### config.mk
export PLATFORM = sky130hd
export DESIGN_NAME = cmrg_top
export DESIGN_NICKNAME = d
export VERILOG_FILES = /design/src/cmrg_top.v
export VERILOG_INCLUDE_DIRS = /design/src /design/src/src
export SDC_FILE = /design/constraint.sdc
export NUM_CORES = 1
export LEC_CHECK = 0
export ABC_AREA = 1
export BUFFER_PORTS_ARGS = -buffer_cell sky130_fd_sc_hd__buf_2
export CORE_MARGIN = 1.5
export CORE_UTILIZATION = 49
export CTS_CLUSTER_DIAMETER = 200
export DETAILED_ROUTE_END_ITERATION = 7
export HOLD_SLACK_MARGIN = 0.03
export PLACE_DENSITY = 0.76
export SETUP_SLACK_MARGIN = 0.5
export SLEW_MARGIN = 10
export SYNTH_ARGS = -nofsm -noshare
export SYNTH_HDL_FRONTEND = slang
export SYNTH_SLANG_ARGS = --single-unit
### constraint.sdc
create_clock -name I_REF_CLK -period 1.6 [get_ports I_REF_CLK]
set_clock_uncertainty 0.05 [all_clocks]
set_input_delay 0.16 -clock I_REF_CLK [delete_from_list [all_inputs] [get_ports I_REF_CLK]]
set_output_delay 0.16 -clock I_REF_CLK [all_outputs]
set_load 0.02 [all_outputs]
### src/cmrg_map.vh
// Purpose: Offsets, field positions, reset values and timing constants of the clock monitor block
// Assumes: APB slave with 32-bit data, one aligned word per register
// Notes:   Included by the top module and the testbench
`ifndef CMRG_MAP_VH
`define CMRG_MAP_VH

`define CMRG_CTRL_OFS       12'h000
`define CMRG_STAT_OFS       12'h004

`define CMRG_CTRL_EXT_ON    0
`define CMRG_CTRL_INT_ON    1
`define CMRG_CTRL_SLOW      2
`define CMRG_CTRL_MON_ON    3
`define CMRG_CTRL_STOP      4
`define CMRG_CTRL_RST       32'h00000000

`define CMRG_STAT_EXT_STB   0
`define CMRG_STAT_INT_STB   1
`define CMRG_STAT_INT_DEAD  2
`define CMRG_STAT_EXT_DEAD  3
`define CMRG_STAT_MON_ON    4
`define CMRG_STAT_OSC_EN    5
`define CMRG_STAT_LOW_GAIN  6

`define CMRG_SHORT_DIV      4
`define CMRG_LONG_DIV       4096
`define CMRG_LONG_EXT_TAP   128
`define CMRG_LONG_INT_TAP   16
`define CMRG_MISS_LIMIT     2
`define CMRG_MEAS_OK_NEED   2

`endif

### src/cmrg_top.v
// Purpose: Clock monitor reference generator, activity detectors and stable flags
// Assumes: Base and external clocks arrive as asynchronous levels sampled on I_REF_CLK
// Notes:   Edge detection is done on synchronised copies; the oscillator pins are modelled as controls
//
// Added by the designer: the APB interface to the registers and the register offsets.
`timescale 1ns/1ps
`include "cmrg_map.vh"

module cmrg_top #(
  parameter LONG_DIV = `CMRG_LONG_DIV                 // Stabilization divider length
) (
  input  wire        I_REF_CLK,                       // 125 MHz system clock
  input  wire        I_RST,                           // Synchronous reset, active high
  input  wire        I_BASE_CLOCK,                    // Base clock level, asynchronous
  input  wire        I_OSC_IN_PIN,                    // Oscillator input pin level
  input  wire        I_FREQ_IN_WINDOW,                // Frequency comparator within 5 percent
  input  wire        I_FREQ_MEAS_DONE,                // Frequency measurement complete pulse
  input  wire [11:0] I_PADDR,                         // APB address
  input  wire        I_PSEL,                          // APB select
  input  wire        I_PENABLE,                       // APB enable
  input  wire        I_PWRITE,                        // APB direction
  input  wire [31:0] I_PWDATA,                        // APB write data
  output reg  [31:0] O_PRDATA,                        // APB read data
  output reg         O_PREADY,                        // APB ready
  output reg         O_PSLVERR,                       // APB error
  output reg         O_OSC_AMP_EN,                    // Oscillator amplifier enable
  output reg         O_OSC_LOW_GAIN,                  // Reduced amplifier gain
  output reg         O_EXTERNAL_CLOCK,                // Buffered external clock level
  output reg         O_EXT_REFERENCE,                 // External reference level
  output reg         O_INT_REFERENCE,                 // Internal reference level
  output reg         O_STABILIZATION_CLOCK,           // Stabilization clock level
  output reg         O_INT_DEAD_FLAG,                 // Internal clock inactive
  output reg         O_EXT_DEAD_FLAG,                 // External clock inactive
  output reg         O_INT_STABLE_FLAG,               // Internal clock stable
  output reg         O_EXT_STABLE_FLAG,               // External clock stable
  output reg         O_MONITOR_FAIL                   // Monitor detected a dead clock
);

  // Divider taps follow from the divide ratios; a shorter LONG_DIV shortens the stabilization wait
  localparam integer LONG_LAST = LONG_DIV - 1;
  localparam integer STB_TAP   = $clog2(LONG_DIV) - 1;
  localparam integer EXT_TAP   = $clog2(`CMRG_LONG_EXT_TAP) - 1;
  localparam integer INT_TAP   = $clog2(`CMRG_LONG_INT_TAP) - 1;

  reg [1:0]  base_sync_r;
  reg [1:0]  osc_sync_r;
  reg [1:0]  win_sync_r;
  reg        base_d_r;
  reg        ext_d_r;
  reg        ext_gen_on_r;
  reg        int_gen_on_r;
  reg        slow_crystal_select_r;
  reg        monitor_on_r;
  reg        stop_mode_r;
  reg [1:0]  base_div_r;
  reg [1:0]  ext_div_r;
  reg [11:0] long_div_r;
  reg        int_ref_d_r;
  reg        ext_ref_d_r;
  reg        int_edge_seen_r;
  reg        ext_edge_seen_r;
  reg [1:0]  int_miss_r;
  reg [1:0]  ext_miss_r;
  reg [1:0]  meas_ok_r;
  reg        stb_d_r;

  wire       base_lvl;
  wire       ext_lvl;
  wire       base_fall;
  wire       ext_fall;
  wire       ext_path_en;
  wire       long_on_ext;
  reg        long_tick;
  reg  [11:0] long_div_nxt;
  reg        ext_ref_nxt;
  reg        int_ref_nxt;
  reg        stb_nxt;
  wire       wr_en;
  wire       rd_en;
  wire       addr_ok;
  wire [31:0] ctrl_word;
  wire [31:0] stat_word;

  assign ext_path_en = ext_gen_on_r & ~stop_mode_r;
  assign base_lvl    = base_sync_r[1] & int_gen_on_r;
  assign ext_lvl     = osc_sync_r[1] & ext_path_en;
  assign base_fall   = base_d_r & ~base_lvl;
  assign ext_fall    = ext_d_r & ~ext_lvl;

  // Long divider counts the external clock until stable, and again in fast-crystal mode
  assign long_on_ext = ~O_EXT_STABLE_FLAG | ~slow_crystal_select_r;

  // Long divider stepping, stabilization clock and reference selection
  always @*
  begin
    if (long_on_ext)
    begin
      long_tick = ext_fall & (ext_div_r == 2'h3);
    end
    else
    begin
      long_tick = base_fall & (base_div_r == 2'h3);
    end
    if ({20'h00000, long_div_r} == LONG_LAST)
    begin
      long_div_nxt = 12'h000;
    end
    else
    begin
      long_div_nxt = long_div_r + 12'h001;
    end
    // Top bit of the divider falls only after a full period
    stb_nxt = long_div_r[STB_TAP];
    if (O_EXT_STABLE_FLAG & ~slow_crystal_select_r)
    begin
      ext_ref_nxt = long_div_r[EXT_TAP];
    end
    else
    begin
      ext_ref_nxt = ext_div_r[1];
    end
    if (O_EXT_STABLE_FLAG & slow_crystal_select_r)
    begin
      int_ref_nxt = long_div_r[INT_TAP];
    end
    else
    begin
      int_ref_nxt = base_div_r[1];
    end
  end

  // Writes land on the edge at which the master samples ready high
  assign wr_en   = I_PSEL & I_PENABLE & I_PWRITE & O_PREADY;
  assign rd_en   = I_PSEL & I_PENABLE & ~I_PWRITE & ~O_PREADY;
  assign addr_ok = (I_PADDR == `CMRG_CTRL_OFS) | (I_PADDR == `CMRG_STAT_OFS);

  assign ctrl_word = {27'h0000000, stop_mode_r, monitor_on_r, slow_crystal_select_r,
                      int_gen_on_r, ext_gen_on_r};
  assign stat_word = {25'h0000000, O_OSC_LOW_GAIN, O_OSC_AMP_EN, monitor_on_r, O_EXT_DEAD_FLAG,
                      O_INT_DEAD_FLAG, O_INT_STABLE_FLAG, O_EXT_STABLE_FLAG};

  // Two-flop synchronisers for asynchronous clock and comparator levels
  always @(posedge I_REF_CLK)
  begin
    if (I_RST)
    begin
      base_sync_r <= 2'h0;
      osc_sync_r  <= 2'h0;
      win_sync_r  <= 2'h0;
    end
    else
    begin
      base_sync_r <= {base_sync_r[0], I_BASE_CLOCK};
      osc_sync_r  <= {osc_sync_r[0], I_OSC_IN_PIN};
      win_sync_r  <= {win_sync_r[0], I_FREQ_IN_WINDOW};
    end
  end

  // APB slave: one wait state, error on unmapped address
  always @(posedge I_REF_CLK)
  begin
    if (I_RST)
    begin
      O_PREADY              <= 1'b0;
      O_PSLVERR             <= 1'b0;
      O_PRDATA              <= 32'h00000000;
      ext_gen_on_r          <= 1'b0;
      int_gen_on_r          <= 1'b0;
      slow_crystal_select_r <= 1'b0;
      monitor_on_r          <= 1'b0;
      stop_mode_r           <= 1'b0;
    end
    else
    begin
      O_PREADY  <= I_PSEL & I_PENABLE & ~O_PREADY;
      O_PSLVERR <= I_PSEL & I_PENABLE & ~O_PREADY & ~addr_ok;
      if (rd_en)
        O_PRDATA <= (I_PADDR == `CMRG_CTRL_OFS) ? ctrl_word :
                    (I_PADDR == `CMRG_STAT_OFS) ? stat_word : 32'h00000000;
      if (wr_en & (I_PADDR == `CMRG_CTRL_OFS))
      begin
        ext_gen_on_r          <= I_PWDATA[`CMRG_CTRL_EXT_ON];
        int_gen_on_r          <= I_PWDATA[`CMRG_CTRL_INT_ON];
        slow_crystal_select_r <= I_PWDATA[`CMRG_CTRL_SLOW];
        stop_mode_r           <= I_PWDATA[`CMRG_CTRL_STOP];
        if (!I_PWDATA[`CMRG_CTRL_MON_ON])
          monitor_on_r <= 1'b0;
        else if (I_PWDATA[`CMRG_CTRL_EXT_ON] & I_PWDATA[`CMRG_CTRL_INT_ON] &
                 ext_gen_on_r & int_gen_on_r & O_EXT_STABLE_FLAG & O_INT_STABLE_FLAG)
          monitor_on_r <= 1'b1;
        // Otherwise keeps its value, so losing stability never clears it
      end
    end
  end

  // Dividers, clock edge history and stabilization clock
  always @(posedge I_REF_CLK)
  begin
    if (I_RST)
    begin
      base_d_r   <= 1'b0;
      ext_d_r    <= 1'b0;
      base_div_r <= 2'h0;
      ext_div_r  <= 2'h0;
      long_div_r <= 12'h000;
      stb_d_r    <= 1'b0;
    end
    else
    begin
      base_d_r <= base_lvl;
      ext_d_r  <= ext_lvl;
      stb_d_r  <= stb_nxt;
      if (base_fall)
        base_div_r <= base_div_r + 2'h1;
      if (ext_fall)
        ext_div_r <= ext_div_r + 2'h1;
      if (!ext_gen_on_r)
        long_div_r <= 12'h000;
      else if (long_tick)
        long_div_r <= long_div_nxt;
    end
  end

  // Activity detectors: count reference low phases without a falling edge
  always @(posedge I_REF_CLK)
  begin
    if (I_RST)
    begin
      int_ref_d_r     <= 1'b0;
      ext_ref_d_r     <= 1'b0;
      int_edge_seen_r <= 1'b0;
      ext_edge_seen_r <= 1'b0;
      int_miss_r      <= 2'h0;
      ext_miss_r      <= 2'h0;
      O_INT_DEAD_FLAG <= 1'b0;
      O_EXT_DEAD_FLAG <= 1'b0;
    end
    else
    begin
      ext_ref_d_r <= ext_ref_nxt;
      int_ref_d_r <= int_ref_nxt;
      if (!ext_ref_nxt & base_fall)
      begin
        int_edge_seen_r <= 1'b1;
        int_miss_r      <= 2'h0;
        O_INT_DEAD_FLAG <= 1'b0;
      end
      else if (ext_ref_nxt & ~ext_ref_d_r)
      begin
        int_edge_seen_r <= 1'b0;
        if (!int_edge_seen_r)
        begin
          if (int_miss_r == `CMRG_MISS_LIMIT - 1)
            O_INT_DEAD_FLAG <= 1'b1;
          else
            int_miss_r <= int_miss_r + 2'h1;
        end
      end
      if (!int_ref_nxt & ext_fall)
      begin
        ext_edge_seen_r <= 1'b1;
        ext_miss_r      <= 2'h0;
        O_EXT_DEAD_FLAG <= 1'b0;
      end
      else if (int_ref_nxt & ~int_ref_d_r)
      begin
        ext_edge_seen_r <= 1'b0;
        if (!ext_edge_seen_r)
        begin
          if (ext_miss_r == `CMRG_MISS_LIMIT - 1)
            O_EXT_DEAD_FLAG <= 1'b1;
          else
            ext_miss_r <= ext_miss_r + 2'h1;
        end
      end
    end
  end

  // Stable flags and output registers
  always @(posedge I_REF_CLK)
  begin
    if (I_RST)
    begin
      meas_ok_r             <= 2'h0;
      O_INT_STABLE_FLAG     <= 1'b0;
      O_EXT_STABLE_FLAG     <= 1'b0;
      O_OSC_AMP_EN          <= 1'b0;
      O_OSC_LOW_GAIN        <= 1'b0;
      O_EXTERNAL_CLOCK      <= 1'b0;
      O_EXT_REFERENCE       <= 1'b0;
      O_INT_REFERENCE       <= 1'b0;
      O_STABILIZATION_CLOCK <= 1'b0;
      O_MONITOR_FAIL        <= 1'b0;
    end
    else
    begin
      if (!ext_gen_on_r | O_EXT_DEAD_FLAG)
        O_EXT_STABLE_FLAG <= 1'b0;
      else if (stb_d_r & ~stb_nxt)
        O_EXT_STABLE_FLAG <= 1'b1;
      if (!int_gen_on_r | O_INT_DEAD_FLAG | (I_FREQ_MEAS_DONE & ~win_sync_r[1]))
      begin
        meas_ok_r         <= 2'h0;
        O_INT_STABLE_FLAG <= 1'b0;
      end
      else if (I_FREQ_MEAS_DONE)
      begin
        if (meas_ok_r == `CMRG_MEAS_OK_NEED - 1)
          O_INT_STABLE_FLAG <= 1'b1;
        else
          meas_ok_r <= meas_ok_r + 2'h1;
      end
      O_OSC_AMP_EN          <= ext_path_en;
      O_OSC_LOW_GAIN        <= slow_crystal_select_r;
      O_EXTERNAL_CLOCK      <= ext_lvl;
      O_EXT_REFERENCE       <= ext_ref_nxt;
      O_INT_REFERENCE       <= int_ref_nxt;
      O_STABILIZATION_CLOCK <= stb_nxt;
      O_MONITOR_FAIL        <= monitor_on_r & (O_INT_DEAD_FLAG | O_EXT_DEAD_FLAG);
    end
  end

endmodule // cmrg_top

* Word level (Yosys, flattened, before mapping) *
Cells that the tools add are included.

word-level totals
  ROM bits = 0
  input bits = 53
  register bits = 81
  memories = 0
  memory bits (writable) = 0
  bits in latches = 0
  logic and storage cells = 129

cells by class
  reductions and logical operators = 19
  multipliers = 0
  divide/modulo/power cells = 0
  $add $sub $neg = 6
  mux-type cells = 12
  equal/unequal tests = 8
  shifts and indexed selects = 0
  magnitude comparators = 0
  bitwise gates (word level) = 53

operator list
  cell                     count
  $and A1 B1 Y1            29
  $not A1 Y1               18
  $mux W7                  2
  $add A12 B1 Y12 const B  1
  $eq A12 B12 Y1 const B   1
  $eq A12 B3 Y1 const B    1
  $logic_not A12 Y1        1
  $mux W12                 1
  $reduce_and A3 Y1        4
  $add A2 B1 Y2 const B    5
  $reduce_or A2 Y1         5
  $mux W1                  9
  $eq A2 B1 Y1 const B     3
  $or A1 B1 Y1             6
  $reduce_and A2 Y1        3
  $eq A2 B2 Y1 const B     2
  $logic_not A1 Y1         4
  $reduce_bool A2 Y1       2
  $ne A2 B1 Y1 const B     1

* Depth between registers and ports, before layout *
Gate-level depths: netlist of the first run.

  depth after elaboration = 7
  depth in mapped cells = 10
  depth with buffers taken out = 9

* Worst setup path after synthesis of the first run *
No wires, ideal clock.

  kind = reg-to-reg
  start = register O_EXT_STABLE_FLAG
  end = register long_div_r[11]
  stages on the path, launching flop included = 9
  path buffers = 1
  data required time = 1436 ps
  library setup time = 114 ps
  setup slack = 179 ps
  arrival = 1258 ps
  cell sequence = dfxtp_1 > nand2_2 > clkinv_2 > nand4_4 > nand2_2 > buf_6 > nand3_1 > nand2_1 > nor2_1

between the ends
  word-level cells in the longest chain between the ends = 3

RTL lines
  item                      RTL line        text
  start: declaration        cmrg_top.v:35   output reg O_EXT_STABLE_FLAG,
  start signal: assignment  cmrg_top.v:286  O_EXT_STABLE_FLAG <= 1'b0;
  start signal: assignment  cmrg_top.v:298  O_EXT_STABLE_FLAG <= 1'b0;
  start signal: assignment  cmrg_top.v:300  O_EXT_STABLE_FLAG <= 1'b1;
  $not A1 Y1                cmrg_top.v:91   assign long_on_ext = ~O_EXT_STABLE_FLAG | ~slow_crystal_select_r;
  $or A1 B1 Y1              cmrg_top.v:91
  $mux W1                   cmrg_top.v:96   if (long_on_ext)
  end signal: assignment    cmrg_top.v:220  long_div_r <= long_div_nxt;
  end: declaration          cmrg_top.v:57   reg [11:0] long_div_r;

Every way passes these cells.
A chain may end at the register's enable or synchronous reset.

* Worst setup path after layout of the first run *
  start = register ext_div_r[1]
  end = register long_div_r[1]

between the ends
  word-level cells in the longest chain between the ends = 3

RTL lines
  item                      RTL line        text
  start: declaration        cmrg_top.v:56   reg [1:0] ext_div_r;
  start signal: assignment  cmrg_top.v:216  ext_div_r <= ext_div_r + 2'h1;
  $eq A2 B2 Y1              cmrg_top.v:98   long_tick = ext_fall & (ext_div_r == 2'h3);
  $and A1 B1 Y1             cmrg_top.v:98
  $mux W1                   cmrg_top.v:96

Every way passes these cells.

==> flow_metrics.env, run 1 <==
export IMPL_worstPathArrival_ns=1.55
export IMPL_gp_congestion=0.8937
export IMPL_relSlewSlack_pct=66.57
export IMPL_start_util_pct=51.85
export IMPL_p_per_area_mw_per_mm2=723.1
export IMPL_grt_pass1_wl_um=9763
export IMPL_overflow=0
export IMPL_crit_fanout=6
export IMPL_netlist_instances=380
export IMPL_r2r_start="ext_div_r[1]"
export IMPL_p_leak_nw=1.532
export IMPL_worst_pin_slew_ns=0.5009
export IMPL_detail_route_wl_per_cell_um=12.20
export IMPL_drive_above_1_share_pct=35.70
export IMPL_synth_top_cell_by_area="dfxtp_1"
export IMPL_outcome="complete, no violations"
export IMPL_endpoint="long_div_r[1]"
export IMPL_grtUsageTotal_pct=19.96
export IMPL_cp_end_kind="flip-flop"
export IMPL_drv_cap=0
export IMPL_dieWidth_um=77.22
export IMPL_synth_area_top_cells="dfxtp_1 42%, nor2_1 9.5%, nand3_1 8.0%"
export IMPL_cts_buffers=5
export IMPL_slew_viol_final=0
export IMPL_syn_area_sq_mm=0.002699
export IMPL_vdd_drop_max_uv=435.4
export IMPL_die_h_um=77.22
export IMPL_reg2reg_to="long_div_r[1]"
export IMPL_antenna_found_initial=0
export IMPL_register_area_sq_mm=0.001157
export IMPL_cts_tree="yes"
export IMPL_worst_ep_required_time_ns=1.75
export IMPL_vias_per_cell=4.952
export IMPL_placed_area_sq_mm=0.002954
export IMPL_cpMaxStageDelayCell="dfxtp_2"
export IMPL_fin_nets=509
export IMPL_critical_path_top_delay_family="flip-flops"
export IMPL_cts_htree_levels=2
export IMPL_cp_start_kind="flip-flop"
export IMPL_io_pins=98
export IMPL_ys_types=28
export IMPL_num_vias=2580
export IMPL_cp_num_buf_inv=2
export IMPL_netlist_top_cells_count="68 x nor2_1, 56 x dfxtp_1, 56 x nand2_1, 50 x inv_1, 43 x nand3_1"
export IMPL_ys_ff_latch=56
export IMPL_setup_viol=0
export IMPL_syn_avg_cell_area_sq_um=7.102
export IMPL_clkSinkCount=56
export IMPL_final_min_clock_period_ns=1.400
export IMPL_preCtsSetupSlack_ns=0.06678
export IMPL_row_count=26
export IMPL_hold_viol=0
export IMPL_wl_um=6354
export IMPL_worstSetupStartpoint="ext_div_r[1]"
export IMPL_drc_errors=0
export IMPL_cts_root_buf="clkbuf_8"
export IMPL_multi_input_area_sq_mm=0.001562
export IMPL_antenna_left=0
export IMPL_clkLatencyLatePin_ns=0.30
export IMPL_fmax_mhz=714.5
export IMPL_ys_warn_count=0
export IMPL_reg2reg_depth=7
export IMPL_cp_depth=7
export IMPL_fin_crit_sh_pct=87.48
export IMPL_fillers=419
export IMPL_stdcell_area_sq_mm=0.003551
export IMPL_crit_type="reg -> reg"
export IMPL_cp_slowest_stage_delay_ns=0.37
export IMPL_dp_hpwl_um=3987
export IMPL_grt_pass1_vias=2379
export IMPL_ys_seq_area_share_pct=41.54
export IMPL_synth_ff_type="dfxtp_1"
export IMPL_rsz0062_at_grt="true"
export IMPL_coreArea_sq_mm=0.005205
export IMPL_tns_ns=0
export IMPL_rrSetupSlack_ns=0.20
export IMPL_synth_edff_count=0
export IMPL_grt_max_degree=19
export IMPL_cts_clk_slew_worst_paths_ns=0.10
export IMPL_die_area_sq_mm=0.005962
export IMPL_area_growth_pct=31.57
export IMPL_drtPass1Iterations=5
export IMPL_synth_most_common_cell="nor2_1"
export IMPL_clock_path_buffers=2
export IMPL_finalWorstSetupSlack_ns=0.2004
export IMPL_yosys_area_top_type_share_pct=41.54
export IMPL_holdCritPathClass="in -> reg"
export IMPL_io_buffer_count=45
export IMPL_cp_cell_sequence="ha_4, inv_2, a21oi_2, nand3_4, buf_4, nand3_1, a21oi_1"
export IMPL_diodes=0
export IMPL_drtIter0Drc=120
export IMPL_async_reset_ff_share_pct=0
==> layer usage <==
metal	GRT usage, %	vias up	share of wire (%)
li1	-	1310	-
met1	22.09	1162	42
met2	37.11	89	50
met3	4.405	19	5.4
met4	6.909	0	2.8
met5	0	-	0
==> worst reg2reg max path: cells and delay by family (launching register included) <==
kind / cells / cell delay (ns)
compound gates: 2 / 0.22
fa+ha+maj: 1 / 0.14
simple gates: 2 / 0.27
flops: 1 / 0.37
buf+inv: 2 / 0.24
==> metrics by stage <==
| step | hold slack [ns] | instances | util (%) | total power [mW] |
|---|---|---|---|---|
| 2_1_floorplan | 0.1831 | 404 | - | 1.617 |
| 3_3_place_gp | 0.3097 | 491 | 56.75 | 1.624 |
| 3_5_place_dp | 0.3194 | 491 | 56.75 | 1.627 |
| 4_1_cts | 0.06193 | 514 | 63.03 | 2.578 |
| 5_1_grt | 0.07321 | 521 | 68.22 | 2.677 |
| 6_report | 0.06990 | 521 | 68.22 | 2.568 |
==> layout by cell type (no fill, tap or decap), types with 8 or more instances in the layout <==
cell and n:
dfxtp_1 35, nor2_1 56, buf_2 42, a21oi_1 22, dfxtp_2 17, nor2_2 10
nand3_1 33, buf_4 16, nand2_2 14, inv_1 45, o21ai_0 8, nand2_1 42
conb_1 25
==> worst min-delay path by stage <==
stage          slack [ns]           endpoint        startpoint  cells after the start
6_report             0.07  O_INT_STABLE_FLAG  I_FREQ_MEAS_DONE                      3
5_1_grt              0.07        stop_mode_r       I_PWDATA[4]                      3
4_1_cts              0.06  O_INT_STABLE_FLAG  I_FREQ_MEAS_DONE                      3
3_5_place_dp         0.32     base_sync_r[0]      I_BASE_CLOCK                      3
3_3_place_gp         0.31      osc_sync_r[0]      I_OSC_IN_PIN                      3
2_1_floorplan        0.18           O_PREADY             I_RST                      1
==> flip-flops by register name (all words and copies together) (netlist names), 2 cells and up <==
name and flops:
ext_div_r 2, win_sync_r 2, meas_ok_r 2, base_div_r 2
O_PRDATA 7, base_sync_r 2, int_miss_r 2, ext_miss_r 2
osc_sync_r 2, long_div_r 12
==> cells by family (layout without fill, tap and decap cells) <==
group | count (synthesis) | after routing | share of synthesized area [%]
adders and majority gates | 6 | 6 | 2.782
and+or+nand+nor | 186 | 190 | 30.37
xor gates and xnor gates | 1 | 1 | 0.3246
buffers and inverters | 83 | 126 | 15.81
other | 1 | 25 | 0.1389
AOI/OAI and AO/OA | 47 | 47 | 9.041
DFF | 56 | 56 | 41.54
==> report_power, final <==
| group | total (mW) | internal (mW) | switching [mW] | leakage, nW |
|---|---|---|---|---|
| logic | 0.215 | 0.0701 | 0.145 | 1.01 |
| registers | 1.41 | 1.40 | 0.00870 | 0.465 |
| clock network | 0.941 | 0.472 | 0.469 | 0.0548 |
| total | 2.57 | 1.95 | 0.622 | 1.53 |
==> cell type report <==
type                       count  share of cell area (%)
tap                           70                   2.467
clock inverter                 3                   1.304
timing repair buffer          67                   12.05
sequential                    56                   32.59
clock buffer                   5                   1.938
inverter                      51                   5.673
multi-input combinational    269                   43.97
==> timing repair <==
| item | CTS | global route |
|---|---|---|
| resized for setup | 29 | 71 |
| hold buffers | 3 | 0 |
| cloned | 4 | 1 |
| endpoints found under the hold margin | 3 | 0 |
| setup buffers | 8 | 6 |
| setup endpoints to repair | 39 | 44 |
| pin swaps | 5 | 30 |
Note: power is estimated with default switching activity, not from simulation.
==> run 2, diff against run 1 <==
--- a/config.mk
+++ b/config.mk
@@ -14,6 +14,7 @@
 export DETAILED_ROUTE_END_ITERATION = 7
 export HOLD_SLACK_MARGIN = 0.03
 export PLACE_DENSITY = 0.76
+export RECOVER_POWER = 100
 export SETUP_SLACK_MARGIN = 0.5
 export SLEW_MARGIN = 10
 export SYNTH_ARGS = -nofsm -noshare
==> run 2 against run 1 <==
Against the previous run: sequential power about the same; sequential share of layout area up 0.72 points; worst hold slack better by 0.00066 ns; sequential cell count unchanged; fmax down 1.9%; non-clock buffer count unchanged; global-route usage unchanged; clock power about the same; via count about the same; cell count unchanged; setup slack worse by 0.027 ns; total power down 0.55%; largest cell class unchanged; largest power group unchanged.
==> flow_metrics.env, run 2 (synthesized netlist as in run 1, its figures left out) <==
export IMPL_coreArea_sq_mm=0.005205
export IMPL_power_frac_clock_pct=36.8
export IMPL_worstPathArrival_ns=1.61
export IMPL_setup_viol=0
export IMPL_rrSetupSlack_ns=0.17
export IMPL_cts_tree="yes"
export IMPL_layout_cells_non_filler=521
export IMPL_io_buffer_count=45
export IMPL_largest_reg_flops=12
export IMPL_p_int_mw=1.938
export IMPL_worst_pin_slew_ns=0.6593
export IMPL_cp_start_kind="flip-flop"
export IMPL_hp_start="I_FREQ_MEAS_DONE"
export IMPL_drv_cap=0
export IMPL_cts_clk_slew_worst_paths_ns=0.11
export IMPL_place_inst=491
export IMPL_reg2reg_depth=7
export IMPL_dieWidth_um=77.22
export IMPL_cp_end_kind="flip-flop"
export IMPL_cts_root_buf="clkbuf_8"
export IMPL_fin_crit_sh_pct=89.18
export IMPL_grt_pass1_vias=2379
export IMPL_drc_errors=0
export IMPL_overflow=0
export IMPL_antenna_found_initial=0
export IMPL_switching_share_pct=24.09
export IMPL_worst_ep_required_time_ns=1.79
export IMPL_num_vias=2578
export IMPL_worstHoldPathCells=3
export IMPL_top_register="long_div_r"
export IMPL_relSlewSlack_pct=56.04
export IMPL_p_per_area_mw_per_mm2=742.1
export IMPL_final_min_clock_period_ns=1.427
export IMPL_drive_above_1_share_pct=27.27
export IMPL_slew_viol_final=0
export IMPL_combPwrFrac_pct=7.8
export IMPL_cts_buffers=5
export IMPL_grtUsageTotal_pct=19.96
export IMPL_start_util_pct=51.85
export IMPL_tns_ns=0
export IMPL_p_leak_nw=1.431
export IMPL_pwr_share_seq_pct=55.4
export IMPL_dp_hpwl_um=3987
export IMPL_reg2reg_to="long_div_r[0]"
export IMPL_outcome="complete, no violations"
export IMPL_diodes=0
export IMPL_area_growth_pct=27.49
export IMPL_holdCritPathClass="in -> reg"
export IMPL_drtIter0Drc=104
export IMPL_hold_viol=0
export IMPL_clkSinkCount=56
export IMPL_grt_max_degree=19
export IMPL_clock_path_buffers=2
export IMPL_r2r_start="ext_div_r[1]"
export IMPL_fin_nets=509
export IMPL_drtPass1Iterations=4
export IMPL_reg_top3="long_div_r (12), O_PRDATA (7)"
export IMPL_detail_route_wl_per_cell_um=12.17
export IMPL_layout_commonest_cell="nor2_1"
export IMPL_io_pins=98
export IMPL_fmax_mhz=700.9
export IMPL_rsz0062_at_grt="true"
export IMPL_wl_um=6343
export IMPL_gp_congestion=0.8937
export IMPL_row_count=26
export IMPL_clkLatencyLatePin_ns=0.30
export IMPL_die_area_sq_mm=0.005962
export IMPL_die_h_um=77.22
export IMPL_cts_htree_levels=2
export IMPL_grt_pass1_wl_um=9763
export IMPL_vdd_drop_max_uv=435.3
export IMPL_vias_per_cell=4.948
export IMPL_layout_common_cells="61 x nor2_1, 46 x inv_1, 46 x nand2_1"
export IMPL_antenna_left=0
export IMPL_hold_path_endpoint="O_INT_STABLE_FLAG"
export IMPL_crit_type="reg -> reg"
export IMPL_crit_fanout=6
export IMPL_p_switching_mw=0.6152
-- run 2: power groups by stage --
stage | combinational, mW | clock [mW] | sequential (mW)
6_report | 0.198 | 0.940 | 1.41
5_1_grt | 0.216 | 1.03 | 1.42
4_1_cts | 0.191 | 0.974 | 1.41
3_5_place_dp | 0.180 | 0 | 1.45
3_3_place_gp | 0.177 | 0 | 1.45
2_1_floorplan | 0.157 | 0 | 1.46
-- run 2: final cells by class --
type,count,area [sq um]
Clock buffer,5,68.82
Clock inverter,3,46.29
Fill cell,458,1764
Inverter,51,197.7
Multi-Input combinational cell,269,1513
Sequential cell,56,1146
Tap cell,70,87.58
Timing Repair Buffer,67,381.6
-- run 2: worst max path at each step --
stage	start	endpoint	slack, ns	cells after the start
final	ext_div_r[1]	long_div_r[0]	0.17	7
after global routing	ext_div_r[1]	long_div_r[10]	0.07	9
after CTS	ext_div_r[0]	long_div_r[11]	0.24	8
after detailed placement	ext_div_r[1]	long_div_r[11]	0.07	8
after global placement	ext_div_r[0]	long_div_r[3]	0.08	8
after floorplan	ext_div_r[0]	long_div_r[6]	0.32	9
-- run 2: worst max-delay path, stage by stage (launching register included) --
cell and delay [ns]:
dfxtp_2 0.37, ha_4 0.13, inv_1 0.04, a21oi_2 0.14, nand3_4 0.19, nand2_1 0.22, nand3_1 0.10, a21oi_1 0.12
-- run 2: what timing repair did --
action | 4_1_cts | 5_1_grt
hold endpoints to repair | 3 | 0
setup endpoints to repair | 39 | 44
pin swaps | 5 | 30
buffers inserted | 8 | 6
cloned | 4 | 1
hold buffers | 3 | 0
resized for setup | 29 | 71
-- run 2: metal layers --
layer	track usage (%)	vias up	part of all wire (%)
met5	0	-	0
met3	4.405	19	5.1
met2	37.11	81	50
li1	-	1311	-
met4	6.909	0	2.8
met1	22.09	1167	42
-- run 2: per-stage QoR --
step | cell area (sq um) | hold WS, ns | power (mW) | utilization [%] | worst slack, ns
final | 3441 | 0.07055 | 2.553 | 66.11 | 0.1732
after global routing | 3441 | 0.07321 | 2.663 | 66.11 | 0.06676
after CTS | 3281 | 0.06193 | 2.578 | 63.03 | 0.2393
after detailed placement | 2954 | 0.3194 | 1.627 | 56.75 | 0.06678
after global placement | 2954 | 0.3097 | 1.624 | 56.75 | 0.08306
after floorplan | 2851 | 0.1831 | 1.617 | - | 0.3152
==> run 3, diff against run 2 <==
--- a/config.mk
+++ b/config.mk
@@ -6,10 +6,9 @@
 export SDC_FILE = /design/constraint.sdc
 export NUM_CORES = 1
 export LEC_CHECK = 0
-export ABC_AREA = 1
 export BUFFER_PORTS_ARGS = -buffer_cell sky130_fd_sc_hd__buf_2
 export CORE_MARGIN = 1.5
-export CORE_UTILIZATION = 49
+export CORE_UTILIZATION = 48
 export CTS_CLUSTER_DIAMETER = 200
 export DETAILED_ROUTE_END_ITERATION = 7
 export HOLD_SLACK_MARGIN = 0.03
==> run 3 against run 2 <==
Against the previous run: the flow now finishes with violations (negative setup slack); cell area is 5.2% higher; register-to-register slack lost 0.18 ns; count of clock-buffer cells in the layout is the same.
==> flow_metrics.env, run 3 <==
export IMPL_cp_num_buf_inv=1
export IMPL_synth_top_cell_by_area="dfxtp_1"
export IMPL_register_area_sq_mm=0.001157
export IMPL_antenna_found_initial=0
export IMPL_cpMaxStageDelayCell="or4_4"
export IMPL_multi_input_area_sq_mm=0.001615
export IMPL_layout_commonest_cell="dfxtp_1"
export IMPL_die_h_um=75.69
export IMPL_netlist_top_cells_count="56 x dfxtp_1, 38 x nor2_1, 25 x buf_4, 16 x a21oi_1, 15 x nand2_1"
export IMPL_ys_types=46
export IMPL_crit_fanout=6
export IMPL_cts_clk_slew_worst_paths_ns=0.10
export IMPL_io_pins=98
export IMPL_final_min_clock_period_ns=1.604
export IMPL_outcome="complete, but fails checks"
export IMPL_grtUsageTotal_pct=20.79
export IMPL_cp_cell_sequence="ha_4, nand4_4, or4_4, buf_4, nand2_1, a311oi_1"
export IMPL_critical_path_top_delay_family="simple AND/OR/NAND/NOR gates"
export IMPL_cts_htree_levels=2
export IMPL_overflow=0
export IMPL_layout_cells_non_filler=431
export IMPL_holdCritPathClass="in -> reg"
export IMPL_fmax_mhz=623.3
export IMPL_clkLatencyLatePin_ns=0.32
export IMPL_row_count=26
export IMPL_place_inst=401
export IMPL_wl_um=6316
export IMPL_drv_cap=0
export IMPL_top_register="long_div_r"
export IMPL_yosys_area_top_type_share_pct=44.20
export IMPL_worst_ep_required_time_ns=1.75
export IMPL_ys_ff_latch=56
export IMPL_cts_root_buf="clkbuf_8"
export IMPL_rrSetupSlack_ns=-0.004
export IMPL_rsz0062_at_grt="true"
export IMPL_async_reset_ff_share_pct=0
export IMPL_diodes=0
export IMPL_area_growth_pct=42.72
export IMPL_drc_errors=0
export IMPL_synth_most_common_cell="dfxtp_1"
export IMPL_cp_slowest_stage_delay_ns=0.48
export IMPL_finalWorstSetupSlack_ns=-0.004418
export IMPL_ys_seq_area_share_pct=44.20
export IMPL_hold_viol=0
export IMPL_reg_top3="long_div_r (12), O_PRDATA (7)"
export IMPL_p_per_area_mw_per_mm2=652.8
export IMPL_detail_route_wl_per_cell_um=14.65
export IMPL_antenna_left=0
export IMPL_io_buffer_count=45
export IMPL_p_leak_nw=1.410
export IMPL_fillers=362
export IMPL_relSlewSlack_pct=45.36
export IMPL_gp_congestion=0.7881
export IMPL_syn_area_sq_mm=0.002536
export IMPL_die_area_sq_mm=0.005729
export IMPL_setup_viol=2
export IMPL_start_util_pct=49.66
export IMPL_fin_crit_sh_pct=100.3
export IMPL_dp_hpwl_um=3711
export IMPL_violations="negative setup slack"
export IMPL_grt_pass1_wl_um=8866
export IMPL_ys_warn_count=0
export IMPL_layout_common_cells="39 x dfxtp_1, 34 x nor2_1, 25 x conb_1"
export IMPL_tns_ns=-0.005476
export IMPL_cts_buffers=5
export IMPL_dieWidth_um=75.69
export IMPL_drtIter0Drc=118
export IMPL_clkSinkCount=56
export IMPL_power_mw=2.363
export IMPL_worst_pin_slew_ns=0.8195
export IMPL_cts_tree="yes"
export IMPL_fin_util_pct=70.87
export IMPL_synth_area_top_cells="dfxtp_1 44%, buf_4 7.4%, nor2_1 5.6%"
export IMPL_slew_viol_final=0
export IMPL_drive_above_1_share_pct=44.88
export IMPL_clock_path_buffers=2
export IMPL_netlist_instances=275
export IMPL_worstPathArrival_ns=1.75
export IMPL_vias_per_cell=5.107
export IMPL_synth_ff_type="dfxtp_1"
export IMPL_synth_edff_count=0
export IMPL_vdd_drop_max_uv=508.8
export IMPL_num_vias=2201
export IMPL_fin_nets=419
export IMPL_cp_start_kind="flip-flop"
export IMPL_crit_type="reg -> reg"
export IMPL_grt_pass1_vias=1981
export IMPL_grt_max_degree=35
export IMPL_largest_reg_flops=12
export IMPL_coreArea_sq_mm=0.005107
export IMPL_cp_end_kind="flip-flop"
export IMPL_drtPass1Iterations=4
export IMPL_syn_avg_cell_area_sq_um=9.222
[run 3: kinds of logic after synthesis]
logic type      synth area share [%]
simple gates                   22.15
flops                          44.20
buf+inv                        10.31
compound gates                 11.40
mux                            5.377
xor+xnor                       3.453
fa+ha+maj                      2.960
other cells                   0.1479
[run 3: worst paths after layout]
check,startpoint,endpoint,depth (start not counted)
max,long_div_r[1],long_div_r[5],6
max reg2reg,long_div_r[1],long_div_r[5],6
min reg2reg,win_sync_r[0],win_sync_r[1],1
min,I_PWDATA[2],slow_crystal_select_r,3
[run 3: repair_timing]
item | CTS | global route
pin swaps | 37 | 22
resized for setup | 69 | 51
endpoints found under the hold margin | 4 | 0
hold buffers | 4 | 0
buffers inserted | 11 | 7
setup endpoints to repair | 44 | 50
[run 3: routing by layer]
metal	vias up	GRT usage, %	share of wire, %
li1	1068	-	-
met1	1054	23.99	39
met4	0	8.730	3.2
met5	-	0	0
met3	15	5.026	3.5
met2	64	36.74	54
[run 3: area by class of cell]
| type | instances | area share [%] |
|---|---|---|
| Clock buffer | 5 | 1.901 |
| Clock inverter | 3 | 0.5531 |
| Inverter | 7 | 0.7259 |
| Multi-Input combinational cell | 201 | 44.62 |
| Sequential cell | 56 | 31.97 |
| Tap cell | 70 | 2.420 |
| Timing Repair Buffer | 89 | 17.80 |
[run 3: power by group]
group / total [mW] / internal, mW / switching (mW)
Clock: 0.786 / 0.313 / 0.473
Combinational: 0.181 / 0.0653 / 0.115
Sequential: 1.40 / 1.39 / 0.00441
[run 3: worst min-delay path: cells and delay by family]
family	cells	cell delay, ns
and+or+nand+nor	1	0.08
muxes	1	0.06
buffers and inverters	1	0.08
[run 3: metrics by stage]
| step | cell area, sq um | setup slack [ns] | hold slack, ns |
|---|---|---|---|
| 4_1_cts | 3438 | -0.004990 | 0.03677 |
| 3_5_place_dp | 2969 | -0.02219 | 0.3216 |
| 6_report | 3620 | -0.004418 | 0.04857 |
| 5_1_grt | 3620 | -0.03892 | 0.04633 |
| 2_1_floorplan | 2754 | -0.02349 | 0.2382 |
| 3_3_place_gp | 2969 | -0.007168 | 0.3219 |
